$ cat config.mk
export PLATFORM = sky130hd
export DESIGN_NAME = group_address_target
export DESIGN_NICKNAME = d
export VERILOG_FILES = /design/src/address_matcher.v /design/src/group_address_target.v /design/src/pin_sync.v
export VERILOG_INCLUDE_DIRS = /design/src /design/src/src
export SDC_FILE = /design/constraint.sdc
export NUM_CORES = 1
export LEC_CHECK = 0
export ABC_AREA = 0
export BUFFER_PORTS_ARGS = -buffer_cell sky130_fd_sc_hd__buf_2
export CAP_MARGIN = 20
export CELL_PAD_IN_SITES_DETAIL_PLACEMENT = 0
export CELL_PAD_IN_SITES_GLOBAL_PLACEMENT = 1
export CORE_UTILIZATION = 28
export CTS_BUF_LIST = sky130_fd_sc_hd__clkbuf_8 sky130_fd_sc_hd__clkbuf_16
export CTS_CLUSTER_DIAMETER = 60
export DETAILED_ROUTE_END_ITERATION = 10
export HOLD_SLACK_MARGIN = 0.05
export PLACE_DENSITY = 0.63
export SETUP_SLACK_MARGIN = 0.2
export SLEW_MARGIN = 20
export SYNTH_ARGS = -nofsm -noshare
export SYNTH_HDL_FRONTEND = slang
export SYNTH_SLANG_ARGS = --single-unit
$ cat constraint.sdc
create_clock -name clock -period 5.2 [get_ports clock]
set_clock_uncertainty 0.2 [all_clocks]
set_input_delay 0.78 -clock clock [delete_from_list [all_inputs] [get_ports clock]]
set_output_delay 0.78 -clock clock [all_outputs]
set_load 0.02 [all_outputs]
$ cat src/group_addr_regs.vh
/*
 * Register offsets, field positions and reset values of the group address
 * recognition logic. Assumes inclusion by plain name from each design file that uses its macros.
 */
`ifndef GROUP_ADDR_REGS_VH
`define GROUP_ADDR_REGS_VH

// ****************************************************************
// register offsets
// ****************************************************************
`define OFS_MODE_REG_ONE       5'h00
`define OFS_SUB_ADDRESS_ONE    5'h18
`define OFS_SUB_ADDRESS_TWO    5'h19
`define OFS_SUB_ADDRESS_THREE  5'h1a
`define OFS_GROUP_CALL_ADDRESS 5'h1b

// ****************************************************************
// mode_reg_one fields
// ****************************************************************
`define BIT_SUB_ONE_ENABLE     3
`define BIT_SUB_TWO_ENABLE     2
`define BIT_SUB_THREE_ENABLE   1
`define BIT_GROUP_CALL_ENABLE  0
`define RST_SUB_ENABLES        3'h0
`define RST_GROUP_CALL_ENABLE  1'h1

// ****************************************************************
// programmable address fields
// ****************************************************************
`define ADDR_FIXED_TOP         3'h6
`define RST_SUB_ONE_BITS       4'h9
`define RST_SUB_TWO_BITS       4'ha
`define RST_SUB_THREE_BITS     4'hc
`define RST_GROUP_CALL_BITS    4'h8

// ****************************************************************
// bus framing
// ****************************************************************
`define BITS_PER_BYTE          4'h8
`define KIND_ADDRESS           2'h0
`define KIND_POINTER           2'h1
`define KIND_DATA              2'h2

`endif

$ cat src/address_matcher.v
/*
 * Parallel compare of a received seven-bit address against the hardware
 * address and every enabled programmable address. Purely combinational.
 */
`timescale 1ns/1ps
`default_nettype none
`include "group_addr_regs.vh"

module address_matcher (
	input  wire [6:0]  rx_address,
	input  wire [6:0]  hw_address,
	input  wire [11:0] sub_addr_bits,
	input  wire [2:0]  sub_addr_enable,
	input  wire [3:0]  group_call_addr_bits,
	input  wire        group_call_enable,
	output wire        address_hit
);

	wire [2:0] sub_hit;

	genvar i;
	generate
		for (i = 0; i < 3; i = i + 1) begin : g_sub
			// only the upper seven bits take part in the compare
			// enable vector holds sub one in its top bit
			assign sub_hit[i] = sub_addr_enable[2-i] &&
				(rx_address == {`ADDR_FIXED_TOP, sub_addr_bits[4*i+3:4*i]});
		end
	endgenerate

	wire group_hit = group_call_enable &&
		(rx_address == {`ADDR_FIXED_TOP, group_call_addr_bits});

	assign address_hit = (rx_address == hw_address) || (|sub_hit) || group_hit;

endmodule // address_matcher

`default_nettype wire

$ cat src/group_address_target.v
/*
 * I2C target with programmable sub-call and group-call addresses.
 * First data byte after a write address sets the register pointer; later
 * bytes write or read at the pointer, which then advances by one.
 * Assumes SCL and SDA are asynchronous pins resolved open-drain outside,
 * and the hardware address inputs are static straps.
 */
`timescale 1ns/1ps
`default_nettype none
`include "group_addr_regs.vh"

module group_address_target (
	input  wire       clock,
	input  wire       sys_rst,
	input  wire       scl_in,
	input  wire       sda_in,
	output wire       sda_out,
	output reg        sda_oe,
	input  wire [6:0] hw_address,
	output reg  [3:0] address_enables,
	output reg        bus_selected
);

	// ****************************************************************
	// states
	// ****************************************************************
	localparam ST_IDLE = 3'h0;
	localparam ST_RX   = 3'h1;
	localparam ST_ACK  = 3'h2;
	localparam ST_TX   = 3'h3;
	localparam ST_RACK = 3'h4;

	// ****************************************************************
	// pin sampling
	// ****************************************************************
	wire [1:0] line_synced;
	wire [6:0] hw_synced;

	pin_sync #(
		.WIDTH       (2),
		.RESET_VALUE (2'h3)
	) u_line_sync (
		.clock        (clock),
		.sys_rst      (sys_rst),
		.pin_level    ({scl_in, sda_in}),
		.synced_level (line_synced)
	);

	pin_sync #(
		.WIDTH       (7),
		.RESET_VALUE (7'h00)
	) u_strap_sync (
		.clock        (clock),
		.sys_rst      (sys_rst),
		.pin_level    (hw_address),
		.synced_level (hw_synced)
	);

	wire scl_now = line_synced[1];
	wire sda_now = line_synced[0];
	reg  scl_last;
	reg  sda_last;

	always @(posedge clock) begin
		if (sys_rst) begin
			scl_last <= 1'b1;
			sda_last <= 1'b1;
		end else begin
			scl_last <= scl_now;
			sda_last <= sda_now;
		end
	end

	wire scl_rise  = scl_now & ~scl_last;
	wire scl_fall  = ~scl_now & scl_last;
	wire bus_start = scl_now & scl_last & sda_last & ~sda_now;
	wire bus_stop  = scl_now & scl_last & ~sda_last & sda_now;

	// ****************************************************************
	// registers
	// ****************************************************************
	reg [2:0]  sub_addr_enable;
	reg        group_call_enable;
	reg [11:0] sub_addr_bits;
	reg [3:0]  group_call_addr_bits;
	reg [4:0]  reg_pointer;

	function [7:0] read_value;
		input [4:0]  ptr;
		input [2:0]  sub_en;
		input        grp_en;
		input [11:0] sub_bits;
		input [3:0]  grp_bits;
		begin
			case (ptr)
				`OFS_MODE_REG_ONE:
					read_value = {4'h0, sub_en, grp_en};
				`OFS_SUB_ADDRESS_ONE:
					read_value = {`ADDR_FIXED_TOP, sub_bits[3:0], 1'b0};
				`OFS_SUB_ADDRESS_TWO:
					read_value = {`ADDR_FIXED_TOP, sub_bits[7:4], 1'b0};
				`OFS_SUB_ADDRESS_THREE:
					read_value = {`ADDR_FIXED_TOP, sub_bits[11:8], 1'b0};
				`OFS_GROUP_CALL_ADDRESS:
					read_value = {`ADDR_FIXED_TOP, grp_bits, 1'b0};
				default:
					read_value = 8'h00;
			endcase
		end
	endfunction

	// ****************************************************************
	// address compare
	// ****************************************************************
	reg  [7:0] shift_byte;
	wire       address_hit;

	address_matcher u_matcher (
		.rx_address           (shift_byte[7:1]),
		.hw_address           (hw_synced),
		.sub_addr_bits        (sub_addr_bits),
		.sub_addr_enable      (sub_addr_enable),
		.group_call_addr_bits (group_call_addr_bits),
		.group_call_enable    (group_call_enable),
		.address_hit          (address_hit)
	);

	// ****************************************************************
	// bus engine
	// ****************************************************************
	reg [2:0] state;
	reg [3:0] bit_count;
	reg [1:0] byte_kind;
	reg       read_mode;
	reg       master_acked;

	wire [7:0] pointed_value = read_value(reg_pointer, sub_addr_enable, group_call_enable,
		sub_addr_bits, group_call_addr_bits);

	// open drain: the line is only ever pulled low
	assign sda_out = 1'b0;

	always @(posedge clock) begin
		if (sys_rst) begin
			state                <= ST_IDLE;
			bit_count            <= 4'h0;
			byte_kind            <= `KIND_ADDRESS;
			read_mode            <= 1'b0;
			master_acked         <= 1'b0;
			shift_byte           <= 8'h00;
			sda_oe               <= 1'b0;
			bus_selected         <= 1'b0;
			reg_pointer          <= 5'h00;
			sub_addr_enable      <= `RST_SUB_ENABLES;
			group_call_enable    <= `RST_GROUP_CALL_ENABLE;
			sub_addr_bits        <= {`RST_SUB_THREE_BITS, `RST_SUB_TWO_BITS,
				`RST_SUB_ONE_BITS};
			group_call_addr_bits <= `RST_GROUP_CALL_BITS;
		end else if (bus_start) begin
			state        <= ST_RX;
			bit_count    <= 4'h0;
			byte_kind    <= `KIND_ADDRESS;
			sda_oe       <= 1'b0;
			bus_selected <= 1'b0;
		end else if (bus_stop) begin
			state        <= ST_IDLE;
			sda_oe       <= 1'b0;
			bus_selected <= 1'b0;
		end else begin
			case (state)
				ST_IDLE: begin
					sda_oe <= 1'b0;
				end
				ST_RX: begin
					if (scl_rise && bit_count != `BITS_PER_BYTE) begin
						shift_byte <= {shift_byte[6:0], sda_now};
						bit_count  <= bit_count + 4'h1;
					end else if (scl_fall && bit_count == `BITS_PER_BYTE) begin
						case (byte_kind)
							`KIND_ADDRESS: begin
								if (address_hit) begin
									// read or write alike once matched
									read_mode    <= shift_byte[0];
									bus_selected <= 1'b1;
									sda_oe       <= 1'b1;
									state        <= ST_ACK;
								end else begin
									state <= ST_IDLE;
								end
							end
							`KIND_POINTER: begin
								reg_pointer <= shift_byte[4:0];
								sda_oe      <= 1'b1;
								state       <= ST_ACK;
							end
							default: begin
								case (reg_pointer)
									`OFS_MODE_REG_ONE: begin
										// enables set on the data byte's eighth falling scl edge, with its acknowledge
										sub_addr_enable <= shift_byte[3:1];
										group_call_enable <= shift_byte[`BIT_GROUP_CALL_ENABLE];
									end
									`OFS_SUB_ADDRESS_ONE:
										sub_addr_bits[3:0] <= shift_byte[4:1];
									`OFS_SUB_ADDRESS_TWO:
										sub_addr_bits[7:4] <= shift_byte[4:1];
									`OFS_SUB_ADDRESS_THREE:
										sub_addr_bits[11:8] <= shift_byte[4:1];
									`OFS_GROUP_CALL_ADDRESS:
										// any value, sub-call copies included
										group_call_addr_bits <= shift_byte[4:1];
									default: begin
									end
								endcase
								reg_pointer <= reg_pointer + 5'h01;
								sda_oe      <= 1'b1;
								state       <= ST_ACK;
							end
						endcase
					end
				end
				ST_ACK: begin
					if (scl_fall) begin
						bit_count <= 4'h0;
						if (byte_kind == `KIND_ADDRESS && read_mode) begin
							shift_byte  <= pointed_value;
							sda_oe      <= ~pointed_value[7];
							reg_pointer <= reg_pointer + 5'h01;
							state       <= ST_TX;
						end else begin
							sda_oe    <= 1'b0;
							byte_kind <= (byte_kind == `KIND_ADDRESS) ? `KIND_POINTER :
								`KIND_DATA;
							state     <= ST_RX;
						end
					end
				end
				ST_TX: begin
					if (scl_rise) begin
						bit_count <= bit_count + 4'h1;
					end else if (scl_fall) begin
						if (bit_count == `BITS_PER_BYTE) begin
							sda_oe <= 1'b0;
							state  <= ST_RACK;
						end else begin
							shift_byte <= {shift_byte[6:0], 1'b0};
							sda_oe     <= ~shift_byte[6];
						end
					end
				end
				ST_RACK: begin
					if (scl_rise) begin
						master_acked <= ~sda_now;
					end else if (scl_fall) begin
						bit_count <= 4'h0;
						if (master_acked) begin
							shift_byte  <= pointed_value;
							sda_oe      <= ~pointed_value[7];
							reg_pointer <= reg_pointer + 5'h01;
							state       <= ST_TX;
						end else begin
							state <= ST_IDLE;
						end
					end
				end
				default: begin
					state  <= ST_IDLE;
					sda_oe <= 1'b0;
				end
			endcase
		end
	end

	// ****************************************************************
	// status out
	// ****************************************************************
	always @(posedge clock) begin
		if (sys_rst) begin
			address_enables <= {`RST_SUB_ENABLES, `RST_GROUP_CALL_ENABLE};
		end else begin
			address_enables <= {sub_addr_enable, group_call_enable};
		end
	end

endmodule // group_address_target

`default_nettype wire

$ cat src/pin_sync.v
/*
 * Two flip-flop synchroniser for a group of pin levels.
 * Assumes the inputs are asynchronous to clock and idle at RESET_VALUE.
 */
`timescale 1ns/1ps
`default_nettype none

module pin_sync #(
	parameter WIDTH       = 2,
	parameter RESET_VALUE = 2'h3
) (
	input  wire             clock,
	input  wire             sys_rst,
	input  wire [WIDTH-1:0] pin_level,
	output reg  [WIDTH-1:0] synced_level
);

	reg [WIDTH-1:0] meta_level;

	// first stage read only by the second
	always @(posedge clock) begin
		if (sys_rst) begin
			meta_level   <= RESET_VALUE;
			synced_level <= RESET_VALUE;
		end else begin
			meta_level   <= pin_level;
			synced_level <= meta_level;
		end
	end

endmodule // pin_sync

`default_nettype wire

==> summary.txt <==
Run status
  – Status: complete, no violations

Layout
  – Share of cells above drive strength 1: 12.62%
  – Fillcell total: 1269
  – Ant. Diodes: 0
  – Area Overhead vs Synth: 13.81%
  – Multi-input combinational cell area: 1898 um2
  – Final net count: 432
  – FF/Latch Area: 1401 um2

Critical path
  – Crit path max-delay cell type: nor2_1
  – Delay-heaviest family, CP: simple AND/OR/NAND/NOR gates
  – Crit path cell chain: nor3b_2 > nand3_1 > nor2_1 > nand2_1 > a211o_1
  – Worst Path Arrival: 2.98 ns
  – Startpoint types: register
  – WP buf/inv: 0
  – Worst-path fanout max: 18
  – Critical path endpoint category: register
  – WS Path Type: reg -> reg
  – Worst EP required: 5.23 ns
  – CP peak stage delay: 0.70 ns

Floorplanning
  – Die area: 12840 um2
  – Die W: 113.3 um
  – Site Rows: 40
  – Chip height: 113.3 um
  – Core area: 12060 um2
  – Initial Util: 28.77%
  – Io pins: 18

Detailed routing
  – Drt drc: 0
  – DRT iter0 DRCs: 143
  – Drt pass-1 iters: 4
  – WL/cell: 13.73 um
  – Via count: 2814
  – DRT antenna net count: 0
  – Via density: 4.786
  – DRT Wirelength: 8073 um

CTS
  – CTS Root Cell: clkbuf_16
  – Post-CTS Setup Inserts: 0
  – Clock slew at reported path FFs: 0.06 ns
  – TritonCTS clock tree: done
  – Cts hold-fix bufs: 0
  – Clock sink count: 70
  – H-tree levels: 3
  – Clock Path Buffers: 2
  – Clock network latency to the later pin of the worst-skew pair: 0.34 ns
  – Num CTS Buffers: 9
  – Post-CTS Resized: 0

Synthesis
  – Multiplexer share of the synthesized area: 4.147%
  – Cell area after synthesis: 3470 um2
  – Ys Warns: 0
  – Syn Inst Count: 414
  – Post-Synth Simple-Gate Area: 24.63%
  – Top_reg_cell synth: dfxtp_1
  – Syn avg cell area: 8.381 um2
  – Netlist cell types: 55
  – Compound-Gate Fraction of Synth Area: 19.37%
  – EDFF count, synth: 0
  – #FFs+latches synth: 70
  – Synthesized Nets: 431
  – Synth area leader: dfxtp_1
  – Ranking of synthesized cells by area: dfxtp_1 (40%), a21oi_1 (5.3%), nor2_1 (5.0%)
  – Yosys top cell area share: 40.39%
  – Adder-Cell Fraction of Synth Area: 2.164%
  – Post-synthesis async set-or-reset flop share: 0%
  – Largest family of logic cells by synthesized area: simple AND/OR/NAND/NOR gates
  – Post-Synth XOR/XNOR Area: 4.291%
  – Post-synthesis sequential area ratio: 40.39%

GRT
  – Global route hottest layer: met2
  – Initial antenna violation count: 0
  – Total track usage: 13.19%
  – Number of global-route vias before repair: 2590
  – Overflow after GRT: 0
  – Grt met3 use: 2.732%
  – Maximum number of pins on one net before global-route repair: 64
  – Grt met2 use: 21.47%
  – Met1 GRT Util: 17.19%
  – First-pass GRT wire length: 13190 um

Timing
  – Fin. max-slew vios: 0
  – Hold Fails Final Rpt: 0
  – # setup viols final: 0
  – Min Hold Slack: 0.2108 ns
  – Minimum clock period: 2.952 ns
  – Final worst path period share: 56.76%
  – Achievable Freq: 338.8 MHz
  – Max_slew headroom: 41.42%
  – RSZ-0062 raised after global routing: no
  – Worst-Margin Slew: 0.8755 ns
  – Setup TNS: 0 ns

Power and ir drop
  – Pwr Total: 1204 uW
  – Leak: 0.001444 uW
  – Pwr/cell area: 304.8 nW/um2
  – Peak VDD IR: 0.1378 mV

Place
  – Final Wtd Congestion: 0.7876
  – Port buffer count: 16
  – Hpwl dp: 5501 um

Hold path
  – Hold WC Path Type: reg -> reg

Flow run
  – Max Cap Viol: 0
state kept, by name, indices dropped and copies added (netlist names), 2 cells and up:
signal,cells
address_enables,4
bit_count,4
byte_kind,2
group_call_addr_bits,4
reg_pointer,5
shift_byte,8
state,3
sub_addr_bits,12
sub_addr_enable,3
u_line_sync.meta_level,2
u_line_sync.synced_level,2
u_strap_sync.meta_level,7
u_strap_sync.synced_level,7
cell usage after synthesis, types with 2 or more instances:
master,number
o22a_1,2
a21oi_1,37
mux2_2,3
nand2b_1,11
a211oi_1,5
mux2i_1,11
a211o_1,12
dfxtp_1,70
nand2_1,31
a22oi_1,8
a2111oi_0,2
nand3_1,16
nor3b_1,3
buf_2,4
ha_1,6
nor3_1,6
o22ai_1,3
o21a_1,3
nor3b_2,2
nor2b_1,24
o21ai_0,6
clkbuf_1,21
o21ai_1,4
nand3b_1,5
nor2_1,46
or2_2,8
a31oi_1,5
nor4_1,3
a32oi_1,2
xnor2_1,5
inv_1,13
o21bai_1,3
xor2_1,12
worst paths after layout:
kind | startpoint | endpoint | slack [ns] | cells after the start
min reg2reg | u_line_sync.meta_level[1]$_SDFF_PP1_ | u_line_sync.synced_level[1]$_SDFF_PP1_ | 0.21 | 1
max | state[0]$_SDFFE_PP0P_ | sub_addr_bits[5]$_SDFFE_PP1P_ | 2.25 | 5
min | u_line_sync.meta_level[1]$_SDFF_PP1_ | u_line_sync.synced_level[1]$_SDFF_PP1_ | 0.21 | 1
max reg2reg | state[0]$_SDFFE_PP0P_ | sub_addr_bits[5]$_SDFFE_PP1P_ | 2.25 | 5
where the power goes:
group / switching [uW] / internal (uW)
combinational: 22.0 / 17.2
clock: 275 / 340
sequential: 5.49 / 544
total: 303 / 901
cells in the final DEF, fill, tap and decap left out, types with 5 or more instances in the layout:
| cell type | n |
|---|---|
| inv_1 | 13 |
| clkbuf_16 | 9 |
| a21oi_1 | 37 |
| mux2i_1 | 11 |
| buf_2 | 16 |
| nor3_1 | 6 |
| nand2_1 | 31 |
| xnor2_1 | 5 |
| or2_2 | 8 |
| nor2_1 | 46 |
| a211o_1 | 12 |
| xor2_1 | 12 |
| nand2b_1 | 11 |
| dfxtp_1 | 70 |
| ha_1 | 6 |
| a31oi_1 | 5 |
| nand3b_1 | 5 |
| nor2b_1 | 24 |
| a22oi_1 | 8 |
| a211oi_1 | 5 |
| o21ai_0 | 6 |
| nand3_1 | 16 |
area by class of cell:
type                    instances  area share (%)
multi-input cells             303           48.07
flip-flops and latches         70           35.49
clock buffers                   9           5.703
well taps                     168           5.323
repair buffers                 18           2.408
clock inverters                 7           1.774
inverters                      13           1.236
metal layers:
metal	routed length, um	vias up
met3	346	5
met1	3808	1317
met5	0	-
met4	63	0
li1	-	1444
met2	3854	48
stage by stage:
step	worst slack, ns	std cells	area [um2]	utilization, %
2_1_floorplan	3.046	414	3470	-
3_3_place_gp	2.356	572	3654	30.29
3_5_place_dp	2.265	572	3654	30.29
5_1_grt	2.043	588	3949	32.74
4_1_cts	2.242	588	3949	32.74
6_report	2.248	588	3949	32.74
cell families (layout without fill, tap and decap cells):
kind of cell,count (synthesis),after routing
AO/OA/AOI/OAI,101,101
multiplexers,14,14
AND/OR/NAND/NOR,164,164
adder cells (fa/ha/maj),6,6
buffers and inverters,41,47
XOR/XNOR,17,17
other,1,1
flip-flops,70,70
(Power assumes the default switching activity.)
